[src/hdl/ptsi_regs.svh]
// register map, field positions and reset values of the package thermal block
// assumes a single-word register port with a small register index
`ifndef PTSI_REGS_SVH
`define PTSI_REGS_SVH

// ----------------------------------------------------------------------------
// register index
// ----------------------------------------------------------------------------
`define PTSI_ADDR_W         2
`define PTSI_IDX_STATE      2'h0
`define PTSI_IDX_CTRL       2'h1

// ----------------------------------------------------------------------------
// state register fields
// ----------------------------------------------------------------------------
`define PTSI_ST_HOT         0
`define PTSI_ST_HOT_LOG     1
`define PTSI_ST_EXT         2
`define PTSI_ST_EXT_LOG     3
`define PTSI_ST_CRIT        4
`define PTSI_ST_CRIT_LOG    5
`define PTSI_ST_TH1         6
`define PTSI_ST_TH1_LOG     7
`define PTSI_ST_TH2         8
`define PTSI_ST_TH2_LOG     9
`define PTSI_ST_PWR         10
`define PTSI_ST_PWR_LOG     11
`define PTSI_ST_READ_LO     16

// ----------------------------------------------------------------------------
// irq control register fields
// ----------------------------------------------------------------------------
`define PTSI_CT_HI_EN       0
`define PTSI_CT_LO_EN       1
`define PTSI_CT_EXT_EN      2
`define PTSI_CT_CRIT_EN     4
`define PTSI_CT_TH1_LO      8
`define PTSI_CT_TH1_EN      15
`define PTSI_CT_TH2_LO      16
`define PTSI_CT_TH2_EN      23
`define PTSI_CT_PWR_EN      24
`define PTSI_CT_WMASK       64'h0000_0000_01FF_FF17
`define PTSI_CT_RESET       64'h0000_0000_0000_0000

// ----------------------------------------------------------------------------
// sticky log bank
// ----------------------------------------------------------------------------
`define PTSI_LOG_N          6
`define PTSI_LOG_HOT        0
`define PTSI_LOG_EXT        1
`define PTSI_LOG_CRIT       2
`define PTSI_LOG_TH1        3
`define PTSI_LOG_TH2        4
`define PTSI_LOG_PWR        5
`define PTSI_LOG_RESET      6'h00

`endif

[src/hdl/ptsi_pkg.sv]
// types shared by the package thermal block
// assumes ptsi_regs.svh for all numeric constants
package ptsi_pkg;

  // relative temperature: 0 is activation point, larger is cooler
  typedef logic [6:0]  ptsi_temp_t;
  typedef logic [63:0] ptsi_word_t;

  // live conditions sampled once a cycle for edge detection
  typedef struct packed {
    logic hot;
    logic ext;
    logic crit;
    logic pwr;
    logic th1;
    logic th2;
  } ptsi_cond_s;

endpackage : ptsi_pkg

[src/hdl/ptsi_log_if.sv]
// carrier between the register top and its sticky log bank
// assumes one clock domain; set and clear are per-bit single-cycle terms
`timescale 1ns/1ps
interface ptsi_log_if #(
  parameter int N = 6
);
  logic [N-1:0] set;
  logic [N-1:0] clr;
  logic [N-1:0] q;

  modport bank (input set, input clr, output q);
  modport user (output set, output clr, input q);
endinterface : ptsi_log_if

[src/hdl/ptsi_log_bank.sv]
// bank of sticky log bits, cleared by a zero write, set beats clear
// assumes set and clr are synchronous to sys_clk
`timescale 1ns/1ps
`include "ptsi_regs.svh"
module ptsi_log_bank #(
  parameter int N = 6
) (
  input  wire logic sys_clk,
  input  wire logic resetn,
  ptsi_log_if.bank  lb
);

  typedef struct packed {
    logic [N-1:0] log;
  } ptsi_bank_s;

  ptsi_bank_s bank_reg;
  ptsi_bank_s bank_next;

  // clear where asked, then set; an event in the clear cycle is kept
  always_comb begin
    bank_next     = bank_reg;
    bank_next.log = (bank_reg.log & ~lb.clr) | lb.set;
  end

  // bank state
  always_ff @(posedge sys_clk or negedge resetn) begin
    if (!resetn) begin
      bank_reg <= '0;
    end else begin
      bank_reg <= bank_next;
    end
  end

  assign lb.q = bank_reg.log;

endmodule : ptsi_log_bank

[src/hdl/ptsi_top.sv]
// package thermal state and irq control register pair
// assumes one register port shared by all cores of the package, inputs
// synchronous to sys_clk, and a single thermal vector fed by thermal_irq
`timescale 1ns/1ps
`include "ptsi_regs.svh"
module ptsi_top (
  input  wire logic                     sys_clk,
  input  wire logic                     resetn,
  // register port
  input  wire logic                     reg_rd,
  input  wire logic                     reg_wr,
  input  wire logic [`PTSI_ADDR_W-1:0]  reg_addr,
  input  wire ptsi_pkg::ptsi_word_t     reg_wdata,
  output logic                          reg_rvalid,
  output ptsi_pkg::ptsi_word_t          reg_rdata,
  // sensor and platform inputs
  input  wire logic                     hot_active,
  input  wire logic                     ext_hot_active,
  input  wire logic                     bidir_hot_enable,
  input  wire logic                     crit_active,
  input  wire logic                     power_limited,
  input  wire logic                     core_perf_drop,
  input  wire ptsi_pkg::ptsi_temp_t     temp_readout,
  // thermal vector request
  output logic                          thermal_irq
);

  // --------------------------------------------------------------------------
  // state
  // --------------------------------------------------------------------------
  typedef struct packed {
    ptsi_pkg::ptsi_word_t  ctrl;
    ptsi_pkg::ptsi_cond_s  prev;
    ptsi_pkg::ptsi_word_t  rdata;
    logic                  rvalid;
    logic                  irq;
  } ptsi_top_s;

  ptsi_top_s               top_reg;
  ptsi_top_s               top_next;

  ptsi_log_if #(.N(`PTSI_LOG_N)) log_if ();

  ptsi_pkg::ptsi_cond_s    cond;
  ptsi_pkg::ptsi_temp_t    th1_val;
  ptsi_pkg::ptsi_temp_t    th2_val;
  ptsi_pkg::ptsi_word_t    state_word;
  logic                    wr_state;
  logic                    wr_ctrl;
  logic                    ev_hi;
  logic                    ev_lo;
  logic                    ev_ext;
  logic                    ev_crit;
  logic                    ev_th1;
  logic                    ev_th2;
  logic                    ev_pwr;

  // --------------------------------------------------------------------------
  // live conditions
  // --------------------------------------------------------------------------
  // thresholds held in the control word
  assign th1_val = top_reg.ctrl[`PTSI_CT_TH1_LO +: 7];
  assign th2_val = top_reg.ctrl[`PTSI_CT_TH2_LO +: 7];

  // hotter means a smaller readout, so at-or-above is at-or-below here
  always_comb begin
    cond      = '0;
    cond.hot  = hot_active;
    cond.ext  = ext_hot_active;
    cond.crit = crit_active;
    cond.pwr  = power_limited;
    cond.th1  = (temp_readout <= th1_val);
    cond.th2  = (temp_readout <= th2_val);
  end

  // --------------------------------------------------------------------------
  // register decode
  // --------------------------------------------------------------------------
  // single port seen alike by every core; cores arbitrate before it
  assign wr_state = reg_wr && (reg_addr == `PTSI_IDX_STATE);
  assign wr_ctrl  = reg_wr && (reg_addr == `PTSI_IDX_CTRL);

  // --------------------------------------------------------------------------
  // sticky logs
  // --------------------------------------------------------------------------
  // set terms from live conditions, pwr also from core_perf_drop; zero-write clears, one-write keeps
  always_comb begin
    log_if.set                 = '0;
    log_if.clr                 = '0;
    log_if.set[`PTSI_LOG_HOT]  = cond.hot;
    log_if.set[`PTSI_LOG_EXT]  = cond.ext;
    log_if.set[`PTSI_LOG_CRIT] = cond.crit;
    log_if.set[`PTSI_LOG_TH1]  = cond.th1;
    log_if.set[`PTSI_LOG_TH2]  = cond.th2;
    log_if.set[`PTSI_LOG_PWR]  = cond.pwr | core_perf_drop;
    if (wr_state) begin
      log_if.clr[`PTSI_LOG_HOT]  = ~reg_wdata[`PTSI_ST_HOT_LOG];
      log_if.clr[`PTSI_LOG_EXT]  = ~reg_wdata[`PTSI_ST_EXT_LOG];
      log_if.clr[`PTSI_LOG_CRIT] = ~reg_wdata[`PTSI_ST_CRIT_LOG];
      log_if.clr[`PTSI_LOG_TH1]  = ~reg_wdata[`PTSI_ST_TH1_LOG];
      log_if.clr[`PTSI_LOG_TH2]  = ~reg_wdata[`PTSI_ST_TH2_LOG];
      log_if.clr[`PTSI_LOG_PWR]  = ~reg_wdata[`PTSI_ST_PWR_LOG];
    end
  end

  // log storage
  ptsi_log_bank #(
    .N        (`PTSI_LOG_N)
  ) u_log (
    .sys_clk  (sys_clk),
    .resetn   (resetn),
    .lb       (log_if.bank)
  );

  // --------------------------------------------------------------------------
  // interrupt events
  // --------------------------------------------------------------------------
  // edges against last cycle's conditions, with core_perf_drop taken as a level, each gated by its enable
  assign ev_hi   = top_reg.ctrl[`PTSI_CT_HI_EN] && cond.hot
                   && !top_reg.prev.hot;
  assign ev_lo   = top_reg.ctrl[`PTSI_CT_LO_EN] && !cond.hot
                   && top_reg.prev.hot;
  assign ev_ext  = top_reg.ctrl[`PTSI_CT_EXT_EN] && bidir_hot_enable
                   && cond.ext && !top_reg.prev.ext;
  assign ev_crit = top_reg.ctrl[`PTSI_CT_CRIT_EN] && cond.crit
                   && !top_reg.prev.crit;
  assign ev_th1  = top_reg.ctrl[`PTSI_CT_TH1_EN]
                   && (cond.th1 != top_reg.prev.th1);
  assign ev_th2  = top_reg.ctrl[`PTSI_CT_TH2_EN]
                   && (cond.th2 != top_reg.prev.th2);
  assign ev_pwr  = top_reg.ctrl[`PTSI_CT_PWR_EN]
                   && ((cond.pwr && !top_reg.prev.pwr) || core_perf_drop);

  // --------------------------------------------------------------------------
  // read data
  // --------------------------------------------------------------------------
  // state word: live bits, logs and readout; the rest reads zero
  always_comb begin
    state_word                           = '0;
    state_word[`PTSI_ST_HOT]             = cond.hot;
    state_word[`PTSI_ST_HOT_LOG]         = log_if.q[`PTSI_LOG_HOT];
    state_word[`PTSI_ST_EXT]             = cond.ext;
    state_word[`PTSI_ST_EXT_LOG]         = log_if.q[`PTSI_LOG_EXT];
    state_word[`PTSI_ST_CRIT]            = cond.crit;
    state_word[`PTSI_ST_CRIT_LOG]        = log_if.q[`PTSI_LOG_CRIT];
    state_word[`PTSI_ST_TH1]             = cond.th1;
    state_word[`PTSI_ST_TH1_LOG]         = log_if.q[`PTSI_LOG_TH1];
    state_word[`PTSI_ST_TH2]             = cond.th2;
    state_word[`PTSI_ST_TH2_LOG]         = log_if.q[`PTSI_LOG_TH2];
    state_word[`PTSI_ST_PWR]             = cond.pwr;
    state_word[`PTSI_ST_PWR_LOG]         = log_if.q[`PTSI_LOG_PWR];
    state_word[`PTSI_ST_READ_LO +: 7]    = temp_readout;
  end

  // --------------------------------------------------------------------------
  // next state
  // --------------------------------------------------------------------------
  always_comb begin
    top_next      = top_reg;
    top_next.prev = cond;
    // control word keeps only its defined fields
    if (wr_ctrl) begin
      top_next.ctrl = reg_wdata & `PTSI_CT_WMASK;
    end
    // read answer one cycle after the strobe; unmapped index reads zero
    top_next.rvalid = reg_rd;
    top_next.rdata  = '0;
    if (reg_rd) begin
      unique case (reg_addr)
        `PTSI_IDX_STATE: top_next.rdata = state_word;
        `PTSI_IDX_CTRL:  top_next.rdata = top_reg.ctrl;
        default:         top_next.rdata = '0;
      endcase
    end
    // every source merges onto the one thermal request
    top_next.irq = ev_hi | ev_lo | ev_ext | ev_crit
                   | ev_th1 | ev_th2 | ev_pwr;
  end

  // state register
  always_ff @(posedge sys_clk or negedge resetn) begin
    if (!resetn) begin
      top_reg      <= '0;
      top_reg.ctrl <= `PTSI_CT_RESET;
    end else begin
      top_reg <= top_next;
    end
  end

  // --------------------------------------------------------------------------
  // outputs
  // --------------------------------------------------------------------------
  assign reg_rvalid  = top_reg.rvalid;
  assign reg_rdata   = top_reg.rdata;
  assign thermal_irq = top_reg.irq;

endmodule : ptsi_top

[config.mk]
export PLATFORM = sky130hd
export DESIGN_NAME = ptsi_top
export DESIGN_NICKNAME = d
export VERILOG_FILES = /design/src/hdl/ptsi_pkg.sv /design/src/hdl/ptsi_log_if.sv /design/src/hdl/ptsi_log_bank.sv /design/src/hdl/ptsi_top.sv
export VERILOG_INCLUDE_DIRS = /design/src /design/src/hdl
export SDC_FILE = /design/constraint.sdc
export NUM_CORES = 1
export LEC_CHECK = 0
export BUFFER_PORTS_ARGS = -buffer_cell sky130_fd_sc_hd__clkbuf_2
export CAP_MARGIN = 10
export CORE_ASPECT_RATIO = 0.9
export CORE_MARGIN = 4
export CORE_UTILIZATION = 28
export DETAILED_ROUTE_END_ITERATION = 6
export GPL_ROUTABILITY_DRIVEN = 0
export MAX_ROUTING_LAYER = met4
export SKIP_LAST_GASP = 1
export SYNTH_ARGS = -nofsm -noshare
export SYNTH_HDL_FRONTEND = slang
export SYNTH_SLANG_ARGS = --single-unit
[constraint.sdc]
create_clock -name sys_clk -period 3.46 [get_ports sys_clk]
set_input_delay 0.173 -clock sys_clk [delete_from_list [all_inputs] [get_ports sys_clk]]
set_output_delay 0.173 -clock sys_clk [all_outputs]
set_load 0.01 [all_outputs]
==> results of run 1 <==
==> critical path, delay by kind of cell (launching register included) <==
| family | cells | cell delay, ns |
|---|---|---|
| AO/OA/AOI/OAI | 4 | 1.06 |
| XOR/XNOR | 1 | 0.16 |
| adder cells (fa/ha/maj) | 1 | 0.30 |
| buffers and inverters | 1 | 0.06 |
| flip-flops | 1 | 0.36 |
==> power by group through the flow <==
stage                     sequential (mW)  combinational [mW]  clock, mW
after floorplan                     0.831               0.257          0
after global placement              0.842               0.305          0
after detailed placement            0.845               0.314          0
after CTS                           0.835               0.318      0.894
after global routing                0.843               0.360      0.932
final                               0.834               0.312      0.870
==> cell families (layout without fill, tap and decap cells) <==
group                      count (synthesis)  count (layout)  synth area share
muxes                                     21              21            0.0796
buffers and inverters                     85             102             0.189
AOI/OAI and AO/OA                         37              37            0.0914
xor gates and xnor gates                   2               2           0.00590
other                                      1              39           0.00126
adders and majority gates                 14              14            0.0590
DFF                                       60              60             0.506
and+or+nand+nor                           37              37            0.0678
==> final cells by class <==
cell class	count	area, sq um	area share
repair buffers	72	370	0.108
clock inverters	2	35.0	0.0102
flip-flops and latches	60	1500	0.437
multi-input cells	150	1050	0.305
inverters	16	60.1	0.0175
clock buffers	12	256	0.0747
well taps	129	161	0.0470
==> layer usage <==
layer / vias to the layer above / wire [microns] / track usage
met3: 6 / 349 / 0.0344
met2: 43 / 3050 / 0.157
li1: 867 / - / -
met5: - / 0 / -
met4: 0 / 91 / 0.0442
met1: 863 / 2670 / 0.138
==> Yosys cell counts (4+ instances only) <==
| cell type | number |
|---|---|
| and3_1 | 4 |
| buf_4 | 64 |
| mux2_2 | 21 |
| ha_1 | 14 |
| and2_1 | 7 |
| dfrtp_1 | 60 |
| nor2_1 | 4 |
| nand2_1 | 10 |
| a22o_1 | 13 |
| inv_1 | 16 |
| o21ai_0 | 10 |
==> final timing paths <==
check,end,slack [ns],cells past startpoint
hold reg to reg,reg_rdata[1],0.49,1
setup reg to reg,thermal_irq,1.42,7
min in group sys_clk,top_reg[69],0.02,1
setup / recovery,thermal_irq,1.42,7
max in group asynchronous,top_reg[69],2.62,2
hold / removal,th2_val[6],-0.03,1
==> cell usage in the layout, fill, tap and decap left out, drive strengths merged, types with 2 or more instances in the layout <==
cell type and instances:
nand2 10, buf 2, inv 16, nand3b 2, clkbuf 81, nand4 2, ha 14, a22o 13
dfrtp 60, xnor2 2, nor2 4, a21o 3, mux2 21, a21oi 4, o21ai 10, and2 7
nand3 2, and3 4, nand2b 3, conb 39
==> metrics, run 1 <==
Port Buffer Count 69; Comb pwr share 0.155; Placement Setup Slack around 1.4 ns; final setup vio count 0; crit path time final between 2 and 2.5 ns; vias per cell a little over 4; area of the core 10300 sq um; WL final roughly 6.2 mm; post-synthesis register bit count 60; Synth warnings 0; Slew Viols, Final 0; Hold WS -0.0261 ns; Cell Rows 35; P_int around 1.5 mW; Hold Fails Final Rpt 36; clock share of power 0.432; Worst slew margin 0.402; cells along the critical path inv_1 > ha_1 > a21o_2 > a221oi_1 > a21oi_2 > xnor2_1 > a221o_1; Initial Util 0.289; post-detail-place hpwl around 4.6 mm; sw frac 0.248; Post-CTS Hold Buffers 1; worst-margin pin slew between 0.8 and 0.9 ns; CTS Root Cell clkbuf_16; Setup WS post-layout around 1.4 ns; post-synth top area cell dfrtp_1; post-synthesis async set-or-reset flop share 1.00; # Post-CTS Setup Buffers 0; DR pass1 iterations 4; CP Capture Type flip-flop; routed len/inst around 14 microns; CTS Sinks 60; CTS tree done; Arr. time, crit path between 2 and 2.5 ns; worst path required time roughly 3.7 ns; Residual DRC 0; antenna viol nets, final 0; main flop type after synthesis dfrtp_1; initial antenna violation count 0; Starting DRT DRC Count 60; n_diodes 0; H-tree depth 3; Final Instance Count excl. Fillers between 400 and 500; worst min path class in2async; vias in the first global route approximately 1900; Final nets 406; CTS Buffer Depth 2; gr usage total 0.108; worst flop-to-flop path startpoint th1_val[5]; Syn Area/Cell about 12 sq um; Max Fclk a little under 500 MHz; nature of the critical path startpoint flip-flop; cts repair resizes 0; die height ~110 microns; via count between 1500 and 2000; Design Power 2.02 mW; Layout Utilization 0.334; failing checks hold timing; Clock Skew roughly 0.005 ns; Power Dens Cells between 500 and 600 nW/um^2; main area contributors after synthesis dfrtp_1 (51%), buf_4 (16%), mux2_2 (8.0%), ha_1 (5.9%), a22o_1 (3.8%); NetSw around 0.50 mW; grt total ovfl 0; post-route cell area approximately 3400 sq um; period utilization 0.590; max reg flops 25; die area approximately 12000 sq um; Critical Path Start th1_val[5]; Synth cell types 33; synthesized area around 3000 sq um; clk slew on worst S/H paths around 0.050 ns; Num CTS Buffers 9; Layout fillers about 1100; Max VDD drop just over 200 uV; Post-synth EDFFs 0; RSZ-0062 raised after global routing no; sequential area share after synthesis 0.506; first-pass GRT wire length 9.81 mm; Cells after Synth around 260; Placement Cell Area 3130 sq um; layout cells sized above 1 0.343; worst skew pair latency roughly 0.32 ns; max_cap viols 0; setup TNS 0 ns; largest net degree at the start of global routing 38; slowest cell delay on critical path 0.36 ns; status finished, violations left; # IOs about 150; Leak Pwr approximately 1.8 nW; CP max-delay cell dfrtp_1; placed cells about 430; sequential share of power 0.414; area grow syn2layout 15.6%; die width 117 microns; crit path max fanout 4; share of the synthesized area in the top cell type 0.506; kind of critical path reg2reg
Power figures use the tool's default switching activity.
==> run 2: changes to the inputs <==
==> constraint.sdc (replaced) <==
create_clock -name sys_clk -period 1.95 [get_ports sys_clk]
set_input_delay 0.0975 -clock sys_clk [delete_from_list [all_inputs] [get_ports sys_clk]]
set_output_delay 0.0975 -clock sys_clk [all_outputs]
set_load 0.01 [all_outputs]
==> run 2 against run 1 <==
Compared with the run above:
- the run now ends clean
- clock skew rose by 0.00085 ns
- routed wire length increased by 1.6%
- fmax up 11%
- non-clock buffer count rose by 14
- final cell count grew 3.6%
- count of clock-buffer cells in the layout up 2
- cell area grew 4.3%
- power rose by 74%
- sequential cell count is the same
- critical path type unchanged
- largest cell class unchanged
==> metrics, run 2 (same netlist as run 1, synthesis figures left out) <==
layout cells sized above 1 0.363 (was 0.343); routed len/inst 13.7 microns (was 14.0 microns); post-detail-place hpwl 4.71 mm (was 4.64 mm); Setup WS post-layout 0.119 ns (was 1.42 ns); vias per cell 4.09 (was 4.03); CTS Buffer Depth 2 (unchanged); Layout fillers 999 (was 1058); cells along the critical path inv_2 > ha_4 > a21o_2 > a221oi_2 > a21oi_2 > xnor2_1 > a221o_1 (was inv_1 > ha_1 > a21o_2 > a221oi_1 > a21oi_2 > xnor2_1 > a221o_1); Worst Hold End top_reg[74]; Hold Fails Final Rpt 0 (was 36); Clock Skew 0.00577 ns (was 0.00493 ns); grt total ovfl 0 (unchanged); Hold Crit Start reg_wdata[2]; Power Dens Cells 978 nW/um^2 (was 587 nW/um^2); gr usage total 0.109 (was 0.108); period utilization 0.939 (was 0.590); met1 WL 2.67 mm (about the same); crit path time final 1.83 ns (was 2.04 ns); worst path required time 2.15 ns (was 3.66 ns); max reg flops 25 (unchanged); worst-margin pin slew 0.759 ns (was 0.898 ns); Final nets 420 (was 406); Num CTS Buffers 9 (unchanged); CTS Sinks 60 (unchanged); Leak Pwr 1.84 nW (was 1.78 nW); die width 117 microns (unchanged); Starting DRT DRC Count 40 (was 60); Slew Viols, Final 0 (unchanged); H-tree depth 3 (unchanged); metal3 WL 357 microns (was 349 microns); Worst slew margin 0.494 (was 0.402); worst min path class in2reg (was in2async); Max VDD drop 344 uV (was 201 uV); flop-to-flop setup slack 0.12 ns (was 1.42 ns); hold path cells 2; crit path max fanout 3 (was 4); final setup vio count 0 (unchanged); commonest non-fill, non-tap cells in the layout clkbuf_2 (69), dfrtp_1 (60), conb_1 (39) (unchanged); WL final 6.26 mm (was 6.16 mm); worst r2r dst thermal_irq (unchanged); worst flop-to-flop path startpoint th1_val[5] (unchanged); Final Instance Count excl. Fillers 457 (was 441); CP max-delay cell dfrtp_1 (unchanged); die height 106 microns (unchanged); max_cap viols 0 (unchanged); Arr. time, crit path 2.03 ns (was 2.24 ns); worst r2r path cells 7 (unchanged); initial antenna violation count 0 (unchanged); vias in the first global route 1998 (was 1854); Met2 Wirelength 3.09 mm (was 3.05 mm); Residual DRC 0 (unchanged); RSZ-0062 raised after global routing no (unchanged); first-pass GRT wire length 10.1 mm (was 9.81 mm); area grow syn2layout 20.6% (was 15.6%); Initial Util 0.289 (unchanged); kind of critical path reg2reg (unchanged); Cell Rows 35 (unchanged); CTS Root Cell clkbuf_16 (unchanged); antenna viol nets, final 0 (unchanged); Hold WS 0.0112 ns (was -0.0261 ns); area of the core 10300 sq um (unchanged); CTS tree done (unchanged); commonest non-fill, non-tap cell in the layout clkbuf_2 (unchanged); slowest cell delay on critical path 0.38 ns (was 0.36 ns); nature of the critical path startpoint flip-flop (unchanged); die area 12300 sq um (unchanged); largest net degree at the start of global routing 34 (was 38); DR pass1 iterations 4 (unchanged); clk slew on worst S/H paths 0.05 ns (about the same); status finished, final reports clean (was finished, violations left); Max Fclk 546 MHz (was 490 MHz); CP Capture Type flip-flop (unchanged); # IOs 149 (unchanged); worst skew pair latency 0.32 ns (about the same); Port Buffer Count 69 (unchanged); n_diodes 0 (unchanged); via count 1869 (was 1779); placed cells 432 (was 426); Placement Setup Slack -0.00153 ns (was 1.40 ns); highest layer used for signal routing met4 (unchanged)
## run 2: critical path: cells and delay by family, from the launching register on
kind,cells,cell delay [ns]
compound gates,4,0.93
flops,1,0.38
fa+ha+maj,1,0.20
xor+xnor,1,0.14
buf+inv,1,0.07
## run 2: timing repair
action | 4_1_cts | 5_1_grt
buffers inserted | 0 | 2
gates cloned | 0 | 0
hold buffers | 7 | 0
pin swaps | 0 | 3
endpoints found under the setup margin | 1 | 1
gates resized for setup | 1 | 4
hold endpoints to repair | 33 | 0
## run 2: layout make-up
class                      count  area, sq um  area share
sequential                    60         1500       0.419
multi-input combinational    150         1090       0.305
timing repair buffer          86          503       0.140
clock buffer                  14          254      0.0709
tap                          129          161      0.0451
inverter                      16         60.1      0.0168
clock inverter                 2         10.0     0.00279
## run 2: report_power, final
group / switching [mW] / leakage (nW) / internal (mW)
clock network: 0.495 / 0.131 / 0.889
registers: 0.0831 / 0.733 / 1.39
logic: 0.318 / 0.973 / 0.326
total: 0.897 / 1.84 / 2.61
## run 2: metal layers
layer | track usage | vias up
met2 | 0.164 | 46
met4 | 0.0516 | 0
li1 | - | 905
met5 | - | -
met1 | 0.135 | 906
met3 | 0.0316 | 12
## run 2: worst max path at each step
stage | from | end | depth (start not counted) | slack [ns]
2_1_floorplan | th1_val[5] | thermal_irq | 7 | 0.07
3_3_place_gp | th1_val[5] | thermal_irq | 7 | -0.004
3_5_place_dp | th1_val[5] | thermal_irq | 7 | -0.002
4_1_cts | th1_val[5] | thermal_irq | 7 | 0.03
5_1_grt | th1_val[6] | thermal_irq | 7 | 0.01
6_report | th1_val[5] | thermal_irq | 7 | 0.12
## run 2: per-stage QoR
step | area (sq um) | TNS [ns] | utilization | total power, mW
after floorplan | 3110 | 0 | - | 1.93
after global placement | 3190 | -0.00408 | 0.310 | 2.07
after detailed placement | 3190 | -0.00153 | 0.310 | 2.10
after CTS | 3530 | 0 | 0.343 | 3.52
after global routing | 3580 | 0 | 0.348 | 3.71
final | 3580 | 0 | 0.348 | 3.50
